[config.mk]
export PLATFORM = sky130hd
export DESIGN_NAME = sfq_fifo
export DESIGN_NICKNAME = d
export VERILOG_FILES = /design/src/design/sfq_pkg.sv /design/src/design/sfq_fifo.sv
export VERILOG_INCLUDE_DIRS = /design/src /design/src/design
export SDC_FILE = /design/constraint.sdc
export NUM_CORES = 1
export LEC_CHECK = 0
export ABC_AREA = 1
export BUFFER_PORTS_ARGS = -buffer_cell sky130_fd_sc_hd__buf_2
export CAP_MARGIN = 20
export CORE_MARGIN = 2
export CORE_UTILIZATION = 66
export CTS_BUF_LIST = sky130_fd_sc_hd__clkbuf_2
export DETAILED_ROUTE_END_ITERATION = 16
export PLACE_DENSITY = 0.87
export SETUP_SLACK_MARGIN = 0.1
export SYNTH_ARGS = -nofsm -noshare
export SYNTH_HDL_FRONTEND = slang
export SYNTH_SLANG_ARGS = --single-unit
[constraint.sdc]
create_clock -name pclk -period 3.8 [get_ports pclk]
set_input_delay 0.19 -clock pclk [delete_from_list [all_inputs] [get_ports pclk]]
set_output_delay 0.19 -clock pclk [all_outputs]
set_load 0.01 [all_outputs]
[src/design/sfq_cfg.svh]
// offsets, field positions, reset values and sizes of the common-clock fifo
`ifndef SFQ_CFG_SVH
`define SFQ_CFG_SVH

// ----------------------------------------------------------------------------
// storage geometry
// ----------------------------------------------------------------------------
`define SFQ_DATA_W 16
`define SFQ_DEPTH 16
`define SFQ_ADDR_W 4
`define SFQ_PADDR_W 12

// ----------------------------------------------------------------------------
// register byte offsets
// ----------------------------------------------------------------------------
`define SFQ_CTRL_OFS 12'h000
`define SFQ_STAT_OFS 12'h004
`define SFQ_IRQ_STAT_OFS 12'h008
`define SFQ_IRQ_MASK_OFS 12'h00C

// ----------------------------------------------------------------------------
// field positions
// ----------------------------------------------------------------------------
`define SFQ_CTRL_FLUSH_BIT 0
`define SFQ_STAT_EMPTY_BIT 0
`define SFQ_STAT_FULL_BIT 1
`define SFQ_STAT_DIR_BIT 2
`define SFQ_STAT_WPTR_LSB 8
`define SFQ_STAT_RPTR_LSB 12
`define SFQ_IRQ_W 4
`define SFQ_IRQ_FULL_BIT 0
`define SFQ_IRQ_EMPTY_BIT 1
`define SFQ_IRQ_OVF_BIT 2
`define SFQ_IRQ_UNF_BIT 3

// ----------------------------------------------------------------------------
// reset values
// ----------------------------------------------------------------------------
`define SFQ_GRAY_ZERO 2'h0
`define SFQ_IRQ_MASK_RST 4'h0
`define SFQ_EMPTY_RST 1'h1

`endif

[src/design/sfq_pkg.sv]
// types shared by the common-clock fifo
`default_nettype none

package sfq_pkg;
  `include "sfq_cfg.svh"

  // ----------------------------------------------------------------------------
  // producer side carrier
  // ----------------------------------------------------------------------------
  typedef struct packed {
    logic en;
    logic [`SFQ_DATA_W-1:0] data;
  } sfq_wr_t;

  // ----------------------------------------------------------------------------
  // apb request carrier
  // ----------------------------------------------------------------------------
  typedef struct packed {
    logic psel;
    logic penable;
    logic pwrite;
    logic [`SFQ_PADDR_W-1:0] paddr;
    logic [31:0] pwdata;
  } sfq_apb_req_t;

  // ----------------------------------------------------------------------------
  // whole state of the block
  // ----------------------------------------------------------------------------
  typedef struct packed {
    logic [`SFQ_DEPTH-1:0][`SFQ_DATA_W-1:0] mem;
    logic [1:0] wr_hi;
    logic [1:0] wr_lo;
    logic [1:0] rd_hi;
    logic [1:0] rd_lo;
    logic dir;
    logic full;
    logic empty;
    logic [`SFQ_DATA_W-1:0] dout;
    logic [`SFQ_IRQ_W-1:0] irq_stat;
    logic [`SFQ_IRQ_W-1:0] irq_mask;
    logic irq;
    logic [31:0] prdata;
    logic pready;
    logic pslverr;
  } sfq_state_t;
endpackage

`default_nettype wire

[src/design/sfq_fifo.sv]
// common-clock 16 x 16 fifo with quadrant direction flag and apb status slave
//
// The address map and the APB interface to the registers are this design's own decisions.
`default_nettype none

`include "sfq_cfg.svh"

// What this block does
// - sixteen 16-bit words, one clock, two enables
// - enabled write stores word, advances write counter
// - output shows read-address word, advances on read
// - counters: two cascaded 2-bit gray stages
// - upper bits hold for four counts, no lfsr
// - full when sixteen unread words held
// - empty when everything written was read
// - equal addresses: direction flag picks full/empty
// - quadrant index from both counters' top bits
// - write quadrant just behind read sets direction
// - write quadrant just ahead of read clears
// - same or opposite quadrants keep direction
// - direction starts cleared with counters at zero
// - full rises on filling write, falls on read
// - empty rises on draining read, falls on write
module sfq_fifo (
  input wire logic pclk,
  input wire logic presetn,
  input wire sfq_pkg::sfq_apb_req_t apb,
  output logic [31:0] prdata,
  output logic pready,
  output logic pslverr,
  input wire sfq_pkg::sfq_wr_t wr,
  input wire logic rd_en,
  output logic [`SFQ_DATA_W-1:0] rd_data,
  output logic full,
  output logic empty,
  output logic irq
);
  import sfq_pkg::*;

  sfq_state_t st_ff;
  sfq_state_t nxt_st;

  // ----------------------------------------------------------------------------
  // counter stage
  // ----------------------------------------------------------------------------
  // each 4-bit counter is a low gray stage whose carry steps the high stage
  logic wr_go;
  logic rd_go;
  logic [1:0] wr_lo_nx;
  logic [1:0] wr_hi_nx;
  logic [1:0] rd_lo_nx;
  logic [1:0] rd_hi_nx;
  logic wr_lo_carry;
  logic rd_lo_carry;

  // refusing out-of-turn enables protects the pointers if the outside slips
  assign wr_go = wr.en & ~st_ff.full;
  assign rd_go = rd_en & ~st_ff.empty;

  sfq_gray2 u_wr_lo (
    .cur(st_ff.wr_lo),
    .step(wr_go),
    .nxt(wr_lo_nx),
    .carry(wr_lo_carry)
  );
  sfq_gray2 u_wr_hi (
    .cur(st_ff.wr_hi),
    .step(wr_lo_carry),
    .nxt(wr_hi_nx),
    .carry()
  );
  sfq_gray2 u_rd_lo (
    .cur(st_ff.rd_lo),
    .step(rd_go),
    .nxt(rd_lo_nx),
    .carry(rd_lo_carry)
  );
  sfq_gray2 u_rd_hi (
    .cur(st_ff.rd_hi),
    .step(rd_lo_carry),
    .nxt(rd_hi_nx),
    .carry()
  );

  // ----------------------------------------------------------------------------
  // quadrant decode
  // ----------------------------------------------------------------------------
  // index is {write top stage, read top stage}; result is {set, clear}
  // same and opposite quadrants say nothing, so both stay low there
  function automatic logic [1:0] quad_lut(input logic [3:0] idx);
    logic s;
    logic c;
    s = 1'b0;
    c = 1'b0;
    unique case (idx)
      4'h0: begin
        s = 1'b0;
        c = 1'b0;
      end
      4'h1: begin
        s = 1'b1;
        c = 1'b0;
      end
      4'h2: begin
        s = 1'b0;
        c = 1'b1;
      end
      4'h3: begin
        s = 1'b0;
        c = 1'b0;
      end
      4'h4: begin
        s = 1'b0;
        c = 1'b1;
      end
      4'h5: begin
        s = 1'b0;
        c = 1'b0;
      end
      4'h6: begin
        s = 1'b0;
        c = 1'b0;
      end
      4'h7: begin
        s = 1'b1;
        c = 1'b0;
      end
      4'h8: begin
        s = 1'b1;
        c = 1'b0;
      end
      4'h9: begin
        s = 1'b0;
        c = 1'b0;
      end
      4'hA: begin
        s = 1'b0;
        c = 1'b0;
      end
      4'hB: begin
        s = 1'b0;
        c = 1'b1;
      end
      4'hC: begin
        s = 1'b0;
        c = 1'b0;
      end
      4'hD: begin
        s = 1'b0;
        c = 1'b1;
      end
      4'hE: begin
        s = 1'b1;
        c = 1'b0;
      end
      4'hF: begin
        s = 1'b0;
        c = 1'b0;
      end
    endcase
    return {s, c};
  endfunction

  // ----------------------------------------------------------------------------
  // register read
  // ----------------------------------------------------------------------------
  // result is {address known, read word}; unused bits read zero
  function automatic logic [32:0] reg_read(input logic [`SFQ_PADDR_W-1:0] a,
                                           input sfq_state_t s);
    logic ok;
    logic [31:0] v;
    ok = 1'b0;
    v = 32'h0000_0000;
    unique case (a)
      `SFQ_CTRL_OFS: begin
        ok = 1'b1;
      end
      `SFQ_STAT_OFS: begin
        ok = 1'b1;
        v[`SFQ_STAT_EMPTY_BIT] = s.empty;
        v[`SFQ_STAT_FULL_BIT] = s.full;
        v[`SFQ_STAT_DIR_BIT] = s.dir;
        v[`SFQ_STAT_WPTR_LSB +: `SFQ_ADDR_W] = {s.wr_hi, s.wr_lo};
        v[`SFQ_STAT_RPTR_LSB +: `SFQ_ADDR_W] = {s.rd_hi, s.rd_lo};
      end
      `SFQ_IRQ_STAT_OFS: begin
        ok = 1'b1;
        v[`SFQ_IRQ_W-1:0] = s.irq_stat;
      end
      `SFQ_IRQ_MASK_OFS: begin
        ok = 1'b1;
        v[`SFQ_IRQ_W-1:0] = s.irq_mask;
      end
      default: begin
        ok = 1'b0;
      end
    endcase
    return {ok, v};
  endfunction

  // ----------------------------------------------------------------------------
  // events
  // ----------------------------------------------------------------------------
  // a flush is not a drain, so it raises no empty event
  function automatic logic [`SFQ_IRQ_W-1:0] make_events(input sfq_state_t cur,
                                                        input sfq_state_t nx,
                                                        input logic we,
                                                        input logic re,
                                                        input logic fl);
    logic [`SFQ_IRQ_W-1:0] e;
    e = '0;
    e[`SFQ_IRQ_FULL_BIT] = nx.full & ~cur.full;
    e[`SFQ_IRQ_EMPTY_BIT] = nx.empty & ~cur.empty & ~fl;
    e[`SFQ_IRQ_OVF_BIT] = we & cur.full;
    e[`SFQ_IRQ_UNF_BIT] = re & cur.empty;
    return e;
  endfunction

  // ----------------------------------------------------------------------------
  // next state
  // ----------------------------------------------------------------------------
  always_comb begin
    logic setup;
    logic [1:0] quad;
    logic [32:0] rsp;
    logic access;
    logic addr_ok;
    logic flush;
    logic ptr_eq;
    logic [`SFQ_IRQ_W-1:0] ev;
    logic [31:0] rdv;
    nxt_st = st_ff;
    setup = 1'b0;
    quad = 2'h0;
    rsp = 33'h0_0000_0000;
    access = 1'b0;
    addr_ok = 1'b0;
    flush = 1'b0;
    ptr_eq = 1'b0;
    ev = '0;
    rdv = 32'h0000_0000;

    // apb decode; a transfer completes in the first access cycle
    setup = apb.psel & ~apb.penable;
    access = apb.psel & apb.penable & st_ff.pready;
    rsp = reg_read(apb.paddr, st_ff);
    addr_ok = rsp[32];
    rdv = rsp[31:0];
    nxt_st.pready = setup;
    if (setup) begin
      nxt_st.prdata = apb.pwrite ? 32'h0000_0000 : rdv;
      nxt_st.pslverr = ~addr_ok;
    end
    if (access && apb.pwrite && addr_ok) begin
      if (apb.paddr == `SFQ_CTRL_OFS) begin
        flush = apb.pwdata[`SFQ_CTRL_FLUSH_BIT];
      end
      if (apb.paddr == `SFQ_IRQ_MASK_OFS) begin
        nxt_st.irq_mask = apb.pwdata[`SFQ_IRQ_W-1:0];
      end
    end

    // ------------------------------------------------------------------------
    // data store and counters
    // ------------------------------------------------------------------------
    if (wr_go) begin
      nxt_st.mem[{st_ff.wr_hi, st_ff.wr_lo}] = wr.data;
    end
    nxt_st.wr_lo = wr_lo_nx;
    nxt_st.wr_hi = wr_hi_nx;
    nxt_st.rd_lo = rd_lo_nx;
    nxt_st.rd_hi = rd_hi_nx;

    // ------------------------------------------------------------------------
    // direction flag
    // ------------------------------------------------------------------------
    // decoded from the counters after the edge, so the flags of that same edge already see it
    quad = quad_lut({nxt_st.wr_hi, nxt_st.rd_hi});
    if (quad[1]) begin
      nxt_st.dir = 1'b1;
    end else if (quad[0]) begin
      nxt_st.dir = 1'b0;
    end else begin
      nxt_st.dir = st_ff.dir;
    end

    if (flush) begin
      nxt_st.wr_hi = `SFQ_GRAY_ZERO;
      nxt_st.wr_lo = `SFQ_GRAY_ZERO;
      nxt_st.rd_hi = `SFQ_GRAY_ZERO;
      nxt_st.rd_lo = `SFQ_GRAY_ZERO;
      nxt_st.dir = 1'b0;
    end

    // flags follow the edge that changes the counters
    ptr_eq = {nxt_st.wr_hi, nxt_st.wr_lo} == {nxt_st.rd_hi, nxt_st.rd_lo};
    nxt_st.full = ptr_eq & nxt_st.dir;
    nxt_st.empty = ptr_eq & ~nxt_st.dir;

    // the next word is looked up ahead so it shows right after the edge
    nxt_st.dout = nxt_st.mem[{nxt_st.rd_hi, nxt_st.rd_lo}];

    // events; a read of the status clears it but a new event wins
    ev = make_events(st_ff, nxt_st, wr.en, rd_en, flush);
    if (access && !apb.pwrite && apb.paddr == `SFQ_IRQ_STAT_OFS) begin
      nxt_st.irq_stat = '0;
    end
    nxt_st.irq_stat = nxt_st.irq_stat | ev;
    nxt_st.irq = |(nxt_st.irq_stat & nxt_st.irq_mask);
  end

  // ----------------------------------------------------------------------------
  // state register
  // ----------------------------------------------------------------------------
  always_ff @(posedge pclk or negedge presetn) begin
    if (!presetn) begin
      st_ff <= '0;
      st_ff.wr_hi <= `SFQ_GRAY_ZERO;
      st_ff.wr_lo <= `SFQ_GRAY_ZERO;
      st_ff.rd_hi <= `SFQ_GRAY_ZERO;
      st_ff.rd_lo <= `SFQ_GRAY_ZERO;
      st_ff.dir <= 1'b0;
      st_ff.full <= 1'b0;
      st_ff.empty <= `SFQ_EMPTY_RST;
      st_ff.irq_mask <= `SFQ_IRQ_MASK_RST;
    end else begin
      st_ff <= nxt_st;
    end
  end

  assign prdata = st_ff.prdata;
  assign pready = st_ff.pready;
  assign pslverr = st_ff.pslverr;
  assign rd_data = st_ff.dout;
  assign full = st_ff.full;
  assign empty = st_ff.empty;
  assign irq = st_ff.irq;
endmodule

// ----------------------------------------------------------------------------
// one 2-bit gray counting stage
// ----------------------------------------------------------------------------
// only one bit moves per step, so the quadrant decode never glitches
module sfq_gray2 #(
  parameter logic [1:0] CARRY_FROM = 2'h2
) (
  input wire logic [1:0] cur,
  input wire logic step,
  output logic [1:0] nxt,
  output logic carry
);
  function automatic logic [1:0] gray_inc(input logic [1:0] g);
    logic [1:0] r;
    r = `SFQ_GRAY_ZERO;
    unique case (g)
      2'h0: r = 2'h1;
      2'h1: r = 2'h3;
      2'h3: r = 2'h2;
      2'h2: r = 2'h0;
    endcase
    return r;
  endfunction

  // the last code of the stage hands its step on to the next stage
  assign nxt = step ? gray_inc(cur) : cur;
  assign carry = step & (cur == CARRY_FROM);
endmodule

`default_nettype wire

Yosys cells after proc, flatten, opt, wreduce, memory -nomap -nowiden
Memories as Yosys holds them, arrays and structs flattened.
Cells that the tools add are included.
{"block": "word_totals", "register_bits": 326, "latchBits": 0, "mem_bits_rw": 0, "romBits": 32, "inputBits": 67, "out_inout_bits": 53, "elab_cells": 112, "memories": 1}
{"block": "op_classes", "add_sub_neg": 0, "n_mul": 0, "n_div": 0, "n_lt_le_gt_ge": 3, "eq_ne": 16, "shifts": 0, "mux": 27, "bitwise_logic": 22, "reduce_logical": 13}
{"name": "(name not given)", "depth": 16, "word_bits": 2, "read_ports": 1, "rd_clocked_by_memory_dff": 0, "wr": 0, "line": "sfq_fifo.sv:95", "text": "unique case (idx)"}
{"operator": "bitwise mux 256 bit", "n": 1}
{"operator": "2-to-1 mux 256 bit", "n": 1}
{"operator": "binary-select mux 16 bit (select 4 bit)", "n": 1}
{"operator": "demux 16 bit (select 4 bit)", "n": 1}
{"operator": "2-to-1 mux 16 bit", "n": 3}
{"operator": "one-hot mux 2 bit (4 select lines)", "n": 4}
{"operator": "== test 12 x 4 -> 1 bit, second input constant", "n": 2}
{"operator": "== test 2 bit, second input constant", "n": 8}
{"operator": "AND 1 bit", "n": 14}
{"operator": "== test 12 x 3 -> 1 bit, second input constant", "n": 1}
{"operator": "logical NOT 12 bit", "n": 1}
{"operator": "2-to-1 mux 4 bit", "n": 3}
{"operator": "< comparator 4 x 5 -> 1 bit, second input constant", "n": 2}
{"operator": "2-to-1 mux 9 bit", "n": 1}
{"operator": "one-hot mux 3 bit (3 select lines)", "n": 1}
{"operator": "== test 2 x 1 -> 1 bit, second input constant", "n": 4}
{"operator": "logical NOT 2 bit", "n": 4}
{"operator": "2-to-1 mux 2 bit", "n": 4}
{"operator": "2-to-1 mux 8 bit", "n": 1}
{"operator": "OR reduction 4 bit", "n": 2}
{"operator": "inverter 1 bit", "n": 6}
{"operator": "logical AND 1 bit", "n": 5}
{"operator": "2-to-1 mux 1 bit", "n": 5}
{"operator": "AND 4 bit", "n": 1}
{"operator": "5 further kinds", "n": 5}

Logic depth before layout (Yosys ltp)
Gate-level depths: netlist of the first run.
An unclocked memory read counts as a cell.
{"block": "logic_depth", "depth_word": 15, "depth_mapped": 15, "mapped_depth_nobuf": 15}

Cells and area by module
A second synthesis of the first run with hierarchy kept.
{"block": "hier_totals", "hier_cells": 1829, "area_unflattened_um2": 14699.1}
{"module": "sfq_fifo", "instances": 1, "cells_per_inst": 1789, "area_per_inst_um2": 14549.0, "seq_area_each_um2": 7658.6}
{"module": "sfq_gray2", "instances": 4, "cells_per_inst": 10, "area_per_inst_um2": 37.5, "seq_area_each_um2": 0.0}

Worst setup path before layout of the first run
OpenSTA, ideal clock, no wires.
{"block": "synth_timing", "path_kind": "flip-flop to flip-flop", "start": "reg empty (netlist name)", "end": "reg st_ff (netlist bit rd_data[6])", "setup_ps": 118, "arrival_time_ps": 1718, "required_ps": 3682, "path_slack_ps": 1964, "stages_incl_launch_ff": 13, "path_buffers": 3, "period_less_slack_ps": 1836, "cell_sequence": "dfstp_2 nor2_4 o21ai_1 inv_2 nand2_2 inv_2 buf_6 buf_6 buf_2 o21ai_0 nand3_1 nand3_1 nand2_1"}
{"element": "end signal, assigned", "line": "sfq_fifo.sv:327", "text": "st_ff <= nxt_st;"}
{"element": "end, declared", "line": "sfq_fifo.sv:40", "text": "sfq_state_t st_ff;"}

==> impl_summary.md, run 1 <==
Power
Across the VDD grid, the largest voltage drop is 0.000722 V. The share of total power dissipated in combinational logic is 46.4%. Of the total power, the clock network draws 15.6%. The analysis attributes to net switching a power of 5.91 mW. The static power due to leakage is 8.93 nW. The cell-internal power is 7.41 mW. The sequential power share is 37.9%. Of the total power, the share spent switching nets is between 40% and 50%.

The power density normalized to cell area is approximately 800 mW/mm².

Worst setup path
The count of cells along the worst register-to-register path is 12. Walking the worst path, the cells encountered are dlygate4sd3_1, buf_2, nor2_1, dlygate4sd3_1, nand2_2, nor2_8, dlygate4sd3_1, nand3_4, nand2_2, clkinv_4, buf_12, a21oi_1, o21ai_0, nand3_1, nand3_1, nand2_1. The register-to-register setup slack is 0.81 ns. The critical path in this run is classified as in2reg. The worst setup path is launched from a primary input.

The largest single stage delay on the critical path is 0.69 ns. The startpoint identified for the worst register-to-register timing path is full$_DFF_PN0_. Along the worst path, the maximum fanout reaches 256.

The endpoint identified for the worst register-to-register timing path is rd_data[0]$_DFF_PN0_. The critical path required time is 4.58 ns. The worst setup path is captured at a flop. The cell with the largest stage delay on the worst path is sky130_fd_sc_hd__dlygate4sd3_1. The most repeated library cell on the critical path is sky130_fd_sc_hd__dlygate4sd3_1.

The data arrival time of the critical path is 4.42 ns.

Routing
Dividing the detail-routed wire length by the instance count gives 17.0 µm. The number of detailed-routing iterations run before antenna repair is 6. The average vias per placed instance is about 5.6.

The final wirelength is 39.5 mm. Summing over every cut layer, the via total after detailed routing is 13100. The remaining antenna violation count after routing is 0. For this block, the initial DRC count from the detailed router was around 1400.

The number of remaining DRC errors is 0.

Placement
The congestion estimate from routability-driven global placement came to 0.878. The post-DP HPWL is roughly 22 mm. The area after detailed placement is 0.0153 mm². During placement, the flow inserted port buffers numbering 71.

Synth
Sequential cells were found to cover 51.0% of the synthesized design area. The count of state elements after synthesis is 306. Counting every instance in the synthesized netlist gives 1899.

Synthesis instantiated 33 different standard cells from the library. A synthesized cell averages 7.91 µm². The cell area after synthesis is 0.0150 mm². The count of synthesis-stage warnings from yosys is 0.

Die
In this run the vertical extent of the chip is 155 µm. The count of pins on the block boundary is 120. The placeable core region is 0.0225 mm².

The floorplan has 55 rows. The area of the die is ~0.024 mm². The die span in x is about 150 µm. The effective utilization at floorplan is 66.7%.

Clock tree
The clock latency on the worst-skew pair is 0.87 ns. TritonCTS built the clock tree. In this run, CTS created clock tree buffers numbering 74. The CTS sink count is 306.

Gates resized during post-CTS repair numbered 0. The maximum level of the CTS H-tree is 3. The master cell of the clock root buffer is sky130_fd_sc_hd__clkbuf_2. The deepest clock path buffer count is 3. Clock-pin slew was measured on the worst setup and hold paths at 0.10 ns.

Final layout
The layout-stage area growth over the synthesis result is 9.56%. After routing the design area is 0.0165 mm². The count of nets after finishing is 2069. The storage element area is 0.00766 mm².

Leaving out fill and tap cells, the most frequent cell in the layout is sky130_fd_sc_hd__inv_1. The top cell types in the final layout, fill and taps aside, are sky130_fd_sc_hd__inv_1, sky130_fd_sc_hd__dfrtp_1, sky130_fd_sc_hd__nand2_1. The number of filler cells placed in the layout is 1655.

The fraction of final layout cells sized beyond drive strength 1 is 13.5%. The area occupied by multi-input gates is between 0.005 and 0.006 mm².

Worst hold path
The worst hold path was traced through 6 stages. In this run the worst hold path is classified as in2reg. The end point of the most critical hold path is prdata[10]$_DFFE_PN0P_.

In this run the most critical hold path is launched from apb[40].

GRT
The via count of the first global-routing pass is 13100. The remaining global-route overflow is 0. The global routing usage summed across all routing layers is 33.7%. The number of antenna violations at the first check in global routing is 3. The pin count of the biggest net entering global routing is 257. The first global-routing pass estimated between 60 and 70 mm of wire.

Timing
The worst clock skew is a little under 0.09 ns. Timing would allow up to 275 MHz. Setup violations remaining at the end of the flow were counted as 0. The summed negative setup slack over all endpoints is 0 ns.

For the pin with the worst max-slew slack, the measured transition is 1.36 ns. The number of endpoints with negative hold slack in the final report is 0. In the finished design, the share of the clock period the worst path needs comes to 95.7%. Setup repair after global routing left no endpoint under its margin. The clock period minus worst slack is 3.64 ns.

Headroom to the max-slew limit came out at 9.19%. The max-slew violation count is 0.

Status
The run finished with clean final reports.

Flow run
The number of maximum-capacitance constraint violations is 0.
==> metrics by stage <==
stage / util [%] / instances / setup WS (ns) / total power [mW] / hold slack (ns)
after CTS: 73.1 / 2327 / 0.522 / 13.2 / 0.0603
after detailed placement: 67.9 / 2156 / 1.03 / 11.0 / 0.281
after global routing: 73.1 / 2329 / 0.149 / 14.4 / 0.149
after floorplan: - / 1918 / 1.96 / 9.68 / -0.106
final: 73.1 / 2330 / 0.162 / 13.3 / 0.142
after global placement: 67.8 / 2155 / 1.14 / 10.7 / 0.271
==> state kept, by name, summed over array words and instances (netlist names) <==
signal	cells
pready	1
prdata	12
irq	1
pslverr	1
rd_data	16
empty	1
st_ff	273
full	1
==> worst max path at each step <==
| stage | slack, ns | from | to | cells past startpoint |
|---|---|---|---|---|
| 4_1_cts | 0.52 | apb[42] | rd_data[9]$_DFF_PN0_ | 16 |
| 5_1_grt | 0.15 | apb[42] | rd_data[5]$_DFF_PN0_ | 16 |
| 6_report | 0.16 | apb[42] | rd_data[5]$_DFF_PN0_ | 16 |
| 2_1_floorplan | 1.96 | empty$_DFF_PN1_ | rd_data[6]$_DFF_PN0_ | 12 |
| 3_5_place_dp | 1.03 | full$_DFF_PN0_ | rd_data[0]$_DFF_PN0_ | 12 |
| 3_3_place_gp | 1.14 | full$_DFF_PN0_ | rd_data[6]$_DFF_PN0_ | 12 |
==> kinds of logic (layout without fill, tap and decap cells) <==
family                    Yosys count  in the layout  synth area share, %
DFF                               306            306                 51.0
other                               1             23               0.0250
xor gates and xnor gates            1              1               0.0583
and+or+nand+nor                   518            518                 14.6
buffers and inverters             534            658                 15.2
AOI/OAI and AO/OA                 539            539                 19.1
==> power groups by stage <==
| stage | registers, mW | clock network [mW] | logic (mW) |
|---|---|---|---|
| 5_1_grt | 5.15 | 2.28 | 6.98 |
| 4_1_cts | 5.03 | 2.09 | 6.04 |
| 3_3_place_gp | 5.03 | 0 | 5.68 |
| 3_5_place_dp | 5.10 | 0 | 5.92 |
| 2_1_floorplan | 4.96 | 0 | 4.72 |
| 6_report | 5.05 | 2.08 | 6.19 |
==> what timing repair did <==
action / 4_1_cts / 5_1_grt
hold endpoints to repair: 416 / 0
buffers inserted: 0 / 0
hold buffers: 55 / 0
==> cell usage after synthesis (all sizes together) <==
| library cell | count | share of area (%) |
|---|---|---|
| a21oi | 193 | 7.4 |
| a31oi | 1 | 0.042 |
| buf | 82 | 3.9 |
| clkbuf | 68 | 1.7 |
| clkinv | 1 | 0.025 |
| conb | 1 | 0.025 |
| dfrtp | 305 | 51 |
| dfstp | 1 | 0.17 |
| inv | 383 | 9.6 |
| nand2 | 301 | 7.6 |
| nand3 | 117 | 4.0 |
| nand4 | 7 | 0.29 |
| nor2 | 89 | 2.5 |
| nor3 | 1 | 0.067 |
| nor3b | 1 | 0.050 |
| nor4 | 2 | 0.083 |
| o21ai | 334 | 11 |
| o22ai | 3 | 0.12 |
| o31ai | 8 | 0.40 |
| xor2 | 1 | 0.058 |
==> final cells by class <==
type                            count  share of cell area (%)
Sequential cell                   306                    46.5
Multi-Input combinational cell   1078                    31.3
Inverter                          384                    8.79
Timing Repair Buffer              158                    7.44
Clock buffer                      108                    3.29
Tap cell                          285                    2.17
Clock inverter                      8                   0.388
Antenna cell                        3                  0.0456
==> layer usage <==
layer / GRT usage, % / share of wire (%)
met1: 42.3 / 39
met2: 55.2 / 48
met3: 6.53 / 8.5
met4: 19.4 / 4.5
met5: 0 / 0.033
==> critical path: cells and delay by family <==
family / cells / cell delay (ns)
buffers and inverters: 6 / 2.18
AO/OA/AOI/OAI: 2 / 0.57
AND/OR/NAND/NOR: 8 / 1.07
No activity file was read; power rests on OpenSTA's default activity.
==> run 2: changes to the inputs <==
--- a/config.mk
+++ b/config.mk
@@ -7,12 +7,12 @@
 export NUM_CORES = 1
 export LEC_CHECK = 0
 export ABC_AREA = 1
-export BUFFER_PORTS_ARGS = -buffer_cell sky130_fd_sc_hd__buf_2
-export CAP_MARGIN = 20
+export BUFFER_PORTS_ARGS = -buffer_cell sky130_fd_sc_hd__clkbuf_2
 export CORE_MARGIN = 2
 export CORE_UTILIZATION = 66
 export CTS_BUF_LIST = sky130_fd_sc_hd__clkbuf_2
 export DETAILED_ROUTE_END_ITERATION = 16
+export MAX_ROUTING_LAYER = met4
 export PLACE_DENSITY = 0.87
 export SETUP_SLACK_MARGIN = 0.1
 export SYNTH_ARGS = -nofsm -noshare
==> run 2 against run 1 <==
  * First-iteration DRC count shrank 14%
  * Fmax grew 6.7%
  * Largest power group unchanged
  * Via count shrank 0.27%
  * Cell count grew 0.60%
==> impl_summary.md, run 2 (synthesized netlist as in run 1, its figures left out) <==
Status
The flow ran to the end, and the final reports show no timing, DRC or antenna violations.

Final layout
The number of filler cells placed in the layout was 1644 (-0.66%). The fraction of final layout cells sized beyond drive strength 1 is 13.6% (+0.054 points). The number of flip-flops under the largest register name is 273 (unchanged).

The top cell types in the final layout, fill and taps aside, are sky130_fd_sc_hd__inv_1, sky130_fd_sc_hd__dfrtp_1, sky130_fd_sc_hd__nand2_1. The most common cell after layout, fill and taps aside is sky130_fd_sc_hd__inv_1. Relative to the synthesized area, the layout overhead comes to 10.0%. The final cell utilization of the core is 73.4% (+0.31 points). The count of nets after finishing is 2070 (+0.048%). The register with the most flip-flops in the final layout is st_ff.

Worst setup path
The critical path required time came to 4.61 ns (+0.03 ns). STA classifies the critical path startpoint as a primary input. The maximum fanout along the worst path came to 6 (-98%). The launch point of the worst path is apb[43].

The worst setup path is captured at a flop. The reg-to-reg endpoint is rd_data[2]$_DFF_PN0_. The critical path class is in2reg. The count of cells along the worst register-to-register path is 11 (-1). The critical path ends at prdata[3]$_DFFE_PN0P_. The startpoint of the worst-slack reg-to-reg timing path is full$_DFF_PN0_.

The register-to-register setup slack was 0.99 ns (+0.18 ns). The data arrival time of the critical path is 4.22 ns (-0.20 ns).

Worst hold path
The tightest min-delay check is of the in2reg type. The count of cells along the worst hold path is 8 (+2).

Clock tree
TritonCTS built the clock tree. The clock transition time at the flip-flop clock pins of the worst setup and hold paths is 0.14 ns (+0.04 ns). The master cell of the clock root buffer is sky130_fd_sc_hd__clkbuf_2.

The CTS sink count is 306 (unchanged). The number of setup buffers added after CTS came to 0 (unchanged). The deepest clock path buffer count is 3 (unchanged). The maximum level of the CTS H-tree was 3 (unchanged).

The clock latency on the worst-skew pair is 0.87 ns (about the same). The CTS buffer count is 77 (+4.1%).

Timing
The worst clock skew is 0.0691 ns (-0.0197 ns). The final worst-path setup slack is 0.390 ns (+0.228 ns). The upper clock frequency limit is 293 MHz (+6.7%). The summed negative setup slack over all endpoints is 0 ns (unchanged). The measured slew at the worst slew-check pin is 0.791 ns (-0.571 ns). The number of endpoints with negative hold slack in the final report came to 0 (unchanged). The clock period minus worst slack is 3.41 ns (-0.228 ns). Setup repair after global routing left no endpoint under its margin. The final number of setup-violating endpoints is 0 (unchanged). The headroom to the max-slew limit is 47.1% (+38 points). The max-slew violation count was 0 (unchanged). The final worst-path cycle share is 89.7% (-6.0 points).

Power
The static power due to leakage is 8.96 nW (+0.31%). The cell-internal power is 7.47 mW (+0.81%). The part of the total power dissipated in combinational logic is 46.3% (about the same). The switching power of the nets was 6.01 mW (+1.8%). The power density normalized to cell area is 816 mW/mm² (+0.82%). The sequential power share is 37.4% (-0.5 points). The switching share of power was 44.6% (+0.23 points). The relative contribution of the clock network to total power came to 16.4% (+0.8 points). The maximum VDD drop came to 0.000469 V (-35%).

GRT
The number of antenna violations at the first check in global routing is 1 (-2). The via count of the first global-routing pass is 12600 (-4.0%). The first-pass GRT wire length is 62.7 mm (-2.0%). The pin count of the biggest net entering global routing is 103 (-60%). The global routing usage summed across all routing layers was 34.3% (+0.56 points). The remaining global-route overflow was 0 (unchanged).

Die
The area of the die is 0.0240 mm² (unchanged). The effective utilization at floorplan is 66.7% (unchanged). The site row count was 55 (unchanged). The count of pins on the block boundary came to 120 (unchanged). The y dimension of the die is 155 µm (unchanged). The die span in x is 155 µm (unchanged). The placeable core region is 0.0225 mm² (unchanged).

Placement
The post-DP HPWL was 21.8 mm (-2.2%). The count of port buffers added during placement is 71 (unchanged). The weighted congestion reported at the end of routability-driven placement is 0.846 (-3.7%). The worst setup timing slack at the placement stage was 1.17 ns (+0.138 ns).

Flow run
The number of maximum-capacitance constraint violations was 0 (unchanged).

Routing
The number of detailed-routing iterations run before antenna repair is 9 (+3). The average vias per placed instance is 5.58 (-0.87%). The final wirelength is 39.3 mm (-0.73%). The total via count after detailed routing was 13100 (-0.27%). The number of remaining DRC errors was 0 (unchanged). The detailed-route wire length per cell is 16.7 µm (-1.3%). The number of DRC violations after detailed-routing iteration 0 is 1182 (-14%). The remaining antenna violation count after routing came to 0 (unchanged).
==> run 2: timing repair <==
| action | CTS | global route |
|---|---|---|
| hold endpoints to repair | 393 | 0 |
| endpoints found under the setup margin | 0 | 1 |
| gates resized for setup | 0 | 1 |
| hold buffers | 57 | 0 |
==> run 2: cell type report <==
| type | count | area, µm² | share of cell area, % |
|---|---|---|---|
| sequential | 306 | 7660 | 46.4 |
| multi-input combinational | 1078 | 5160 | 31.2 |
| inverter | 384 | 1450 | 8.75 |
| timing repair buffer | 156 | 1210 | 7.34 |
| clock buffer | 111 | 556 | 3.36 |
| tap | 285 | 357 | 2.16 |
| clock inverter | 21 | 129 | 0.780 |
| antenna | 3 | 7.51 | 0.0454 |
==> run 2: worst max-delay path: stages <==
cell	delay [ns]
sky130_fd_sc_hd__dlygate4sd3_1	0.53
sky130_fd_sc_hd__clkbuf_2	0.10
sky130_fd_sc_hd__nor2_1	0.08
sky130_fd_sc_hd__dlygate4sd3_1	0.56
sky130_fd_sc_hd__nand2_2	0.10
sky130_fd_sc_hd__nor2_8	0.16
sky130_fd_sc_hd__nand4_1	0.23
sky130_fd_sc_hd__dlygate4sd3_1	0.69
sky130_fd_sc_hd__o21ai_0	0.25
sky130_fd_sc_hd__dlygate4sd3_1	0.61
sky130_fd_sc_hd__nand3_1	0.09
sky130_fd_sc_hd__nand2_1	0.08
sky130_fd_sc_hd__dlygate4sd3_1	0.53
==> run 2: power by group through the flow <==
| stage | sequential (mW) | combinational (mW) | clock, mW |
|---|---|---|---|
| floorplan | 4.96 | 4.72 | 0 |
| finish | 5.04 | 6.24 | 2.21 |
| CTS | 5.02 | 6.07 | 2.23 |
| global placement | 5.03 | 5.71 | 0 |
| global route | 5.15 | 7.02 | 2.41 |
| detailed placement | 5.09 | 5.96 | 0 |
==> run 2: metrics by stage <==
step | power [mW] | cells | hold WS [ns] | cell area (µm²)
floorplan | 9.68 | 1918 | -0.106 | 15100
global placement | 10.7 | 2152 | 0.330 | 15300
detailed placement | 11.0 | 2152 | 0.335 | 15300
CTS | 13.3 | 2341 | 0.00600 | 16500
global route | 14.6 | 2342 | 0.0780 | 16500
finish | 13.5 | 2344 | 0.0838 | 16500
==> run 2: how the worst min path moves through the flow <==
stage / endpoint / from
2_1_floorplan: full$_DFF_PN0_ / presetn
3_3_place_gp: st_ff[249]$_DFF_PN0_ / presetn
3_5_place_dp: st_ff[233]$_DFF_PN0_ / presetn
4_1_cts: prdata[1]$_DFFE_PN0P_ / apb[40]
5_1_grt: prdata[1]$_DFFE_PN0P_ / apb[40]
6_report: prdata[1]$_DFFE_PN0P_ / apb[40]
==> run 2: layer usage <==
layer  vias up  wire (µm)  part of all wire [%]  track usage (%)
met3       148       3300                   8.4             6.44
met2       705      19000                    48             55.0
li1       6166          -                     -                -
met4         0       1420                   3.6             15.3
met5         -          0                     0                -
met1      6065      15500                    40             42.9
==> run 3: changes to the inputs <==
--- a/config.mk
+++ b/config.mk
@@ -9,11 +9,12 @@
 export ABC_AREA = 1
 export BUFFER_PORTS_ARGS = -buffer_cell sky130_fd_sc_hd__clkbuf_2
 export CORE_MARGIN = 2
-export CORE_UTILIZATION = 66
+export CORE_UTILIZATION = 62
 export CTS_BUF_LIST = sky130_fd_sc_hd__clkbuf_2
+export CTS_CLUSTER_SIZE = 40
 export DETAILED_ROUTE_END_ITERATION = 16
 export MAX_ROUTING_LAYER = met4
-export PLACE_DENSITY = 0.87
+export PLACE_DENSITY = 0.82
 export SETUP_SLACK_MARGIN = 0.1
 export SYNTH_ARGS = -nofsm -noshare
 export SYNTH_HDL_FRONTEND = slang
==> constraint.sdc (replaced) <==
create_clock -name pclk -period 3.77 [get_ports pclk]
set_input_delay 0.1885 -clock pclk [delete_from_list [all_inputs] [get_ports pclk]]
set_output_delay 0.1885 -clock pclk [all_outputs]
set_load 0.01 [all_outputs]
==> run 3 against run 2 <==
  * Clock skew fell by 0.015 ns
  * Combinational power rose by 0.6%
  * Largest cell class unchanged
  * First-iteration DRC count rose by 13%
  * Wire length rose by 1.9%
  * Highest routed layer unchanged
  * Cell count rose by 0.94%
  * Largest power group unchanged
  * Sequential cell count did not move
  * Final area barely moved
==> impl_summary.md, run 3 (synthesized netlist as in run 1, its figures left out) <==
Status
The flow ran to the end, and the final reports show no timing, DRC or antenna violations.

Worst setup path
The maximum fanout along the worst path is 8 (+2). The cell with the largest stage delay on the worst path is sky130_fd_sc_hd__dlygate4sd3_1. The stage delay of the slowest cell on the critical path is 0.59 ns (-0.10 ns). The reg-to-reg endpoint is irq$_DFF_PN0_. Counting stages on the worst path, the most repeated cell is sky130_fd_sc_hd__dlygate4sd3_1. The worst setup path is captured at a flop. The worst setup path is launched from a primary input. The critical path is of the in2reg type.

The worst register-to-register path begins at pready$_DFF_PN0_. The most critical setup path has its endpoint at irq$_DFF_PN0_. The data arrival time of the critical path is 4.24 ns (+0.02 ns).

The launch point of the worst path is apb[40]. The critical path required time was 4.59 ns (-0.02 ns). The signal on the critical path passes through dlygate4sd3_1, clkbuf_2, nor2_1, dlygate4sd3_1, nand2_2, nor2_8, nand4_1, nor3_2, nand2_1, dlygate4sd3_1, o21ai_0, nand2_1, nand2_1, inv_1, nand3_1, dlygate4sd3_1.

The register-to-register setup slack was 0.65 ns (-0.34 ns). The count of cells along the worst register-to-register path was 14 (+3).

Timing
The final hold slack is 0.0351 ns (-0.0487 ns). The headroom to the max-slew limit is 35.1% (-12 points). Counting I/O delays and the setup requirement, the final critical path takes between 3 and 4 ns.

The upper clock frequency limit is 292 MHz. The worst clock skew is 0.0537 ns (-0.0155 ns). The final worst-path cycle share is approximately nine tenths. The number of endpoints with negative hold slack in the final report came to 0 (unchanged). The summed negative setup slack over all endpoints is 0 ns (unchanged). The max-slew violation count was 0 (unchanged).

Setup repair after global routing left no endpoint under its margin. The measured slew at the worst slew-check pin came to 0.974 ns (+0.183 ns). The final number of setup-violating endpoints is 0 (unchanged).

Die
The placeable core region is 0.0236 mm² (+4.9%). The die span in x is 160 µm (+3.1%). The site row count was 56 (+1.8%). The count of pins on the block boundary is 120 (unchanged). The area of the die is 0.0255 mm² (+6.3%). The effective utilization at floorplan is 63.6% (-3.1 points). The y dimension of the die is 160 µm (+3.1%).

Placement
The post-DP HPWL is 22.4 mm (+2.9%). The weighted congestion reported at the end of routability-driven placement is 0.871 (+3.0%). The cell count after placement is 2191 (+1.8%). The count of port buffers added during placement was 71 (unchanged). The area after detailed placement is 0.0153 mm² (+0.53%).

GRT
The via count of the first global-routing pass is 12800 (+1.4%). The remaining global-route overflow is 0 (unchanged). The global routing usage summed across all routing layers is 33.0% (-1.3 points). The number of antenna violations at the first check in global routing was 3 (+2). The pin count of the biggest net entering global routing was 128 (+24%). The first-pass GRT wire length is 64.8 mm (+3.4%).

Flow run
The number of maximum-capacitance constraint violations is 0 (unchanged).

Clock tree
The clock transition time at the flip-flop clock pins of the worst setup and hold paths is 0.11 ns (-0.03 ns). The deepest clock path buffer count is 3 (unchanged). The CTS sink count is 306 (unchanged).

The TritonCTS clock tree is built. The clock latency on the worst-skew pair is 0.88 ns (about the same). The post-cts resize count came to 0 (unchanged).

The maximum level of the CTS H-tree is 3 (unchanged). The cell sitting at the root of the clock tree is a sky130_fd_sc_hd__clkbuf_2. The CTS buffer count was 77 (unchanged).

Final layout
The final cell utilization of the core is 69.9% (-3.5 points). The fraction of final layout cells sized beyond drive strength 1 was 13.5% (-0.11 points). The area of all placed cells without fillers is 0.0165 mm² (about the same). The number of flip-flops under the largest register name is 273 (unchanged). The layout-stage area growth over the synthesis result came to 9.93% (about the same). The number of filler cells placed in the layout is 1838 (+12%). The largest register by flop count is st_ff. The library cells used most frequently in the layout, excluding fill and tap cells, are sky130_fd_sc_hd__inv_1, sky130_fd_sc_hd__dfrtp_1, sky130_fd_sc_hd__nand2_1. The count of nets after finishing is 2075 (+0.24%). The number of non-filler instances in the completed layout is 2366 (+0.94%).

The storage element area is 0.00766 mm² (unchanged). The area occupied by multi-input gates is 0.00516 mm² (unchanged). Leaving out fill and tap cells, the most frequent cell in the layout is sky130_fd_sc_hd__inv_1.

Routing
The number of DRC violations after detailed-routing iteration 0 is 1330 (+13%). The detailed-route wire length per cell was 16.9 µm (+1.0%). The number of remaining DRC errors is 0 (unchanged). The total via count after detailed routing came to 13000 (-0.54%). The average vias per placed instance came to 5.50 (-1.5%). The final wirelength is 40.0 mm (+1.9%). The remaining antenna violation count after routing is 0 (unchanged). The number of detailed-routing iterations run before antenna repair is 5 (-4).

Power
The static power due to leakage is 8.93 nW (-0.25%). The maximum VDD drop came to 0.000425 V (-9.5%). The power density normalized to cell area is 816 mW/mm² (about the same).

Worst hold path
The worst hold path belongs to the class in2async.
==> run 3: changes by cell type in the layout (fill, tap and decap cells not counted), sizes merged <==
cell | previous run | this run
clkinv | 17 | 5
diode | 3 | 4
buf | 29 | 34
inv | 384 | 383
clkbuf | 181 | 178
clkinvlp | 3 | 1
==> run 3: final cells by class <==
| cell class | instances | area share, % |
|---|---|---|
| Antenna cell | 4 | 0.0606 |
| Clock buffer | 108 | 3.27 |
| Clock inverter | 6 | 0.318 |
| Inverter | 384 | 8.76 |
| Multi-Input combinational cell | 1078 | 31.2 |
| Sequential cell | 306 | 46.4 |
| Tap cell | 319 | 2.42 |
| Timing Repair Buffer | 161 | 7.55 |
==> run 3: per-stage QoR <==
step	setup slack (ns)	total power, mW
floorplan	1.93	9.76
global placement	1.19	10.9
detailed placement	1.07	11.2
CTS	0.563	13.4
global route	0.277	14.6
finish	0.346	13.5
==> run 3: how the worst min path moves through the flow <==
| stage | startpoint | endpoint | slack [ns] |
|---|---|---|---|
| 6_report | presetn | st_ff[277]$_DFF_PN0_ | 0.04 |
| 5_1_grt | apb[37] | st_ff[68]$_DFF_PN0_ | 0.03 |
| 4_1_cts | apb[36] | st_ff[68]$_DFF_PN0_ | 0.006 |
| 3_5_place_dp | presetn | st_ff[313]$_DFF_PN0_ | 0.38 |
| 3_3_place_gp | presetn | rd_data[2]$_DFF_PN0_ | 0.37 |
| 2_1_floorplan | presetn | full$_DFF_PN0_ | -0.11 |
==> run 3: critical path: cells and delay by family <==
| kind | cells | cell delay (ns) |
|---|---|---|
| AO/OA/AOI/OAI | 1 | 0.15 |
| buffers and inverters | 6 | 2.45 |
| AND/OR/NAND/NOR | 9 | 1.44 |
==> run 3: metal layers <==
metal	share of wire, %	vias up	GRT usage, %
li1	-	6151	-
met2	47	647	51.8
met1	40	6072	42.1
met3	9.2	144	6.18
met4	3.8	0	14.5
met5	0	-	-
==> run 3: power by group <==
group / internal, mW / switching [mW]
logic: 2.04 / 4.23
registers: 4.64 / 0.459
clock network: 0.808 / 1.29
==> run 3: what timing repair did <==
| item | CTS | global route |
|---|---|---|
| hold buffers | 57 | 0 |
| endpoints found under the hold margin | 399 | 0 |
| buffers inserted | 0 | 0 |
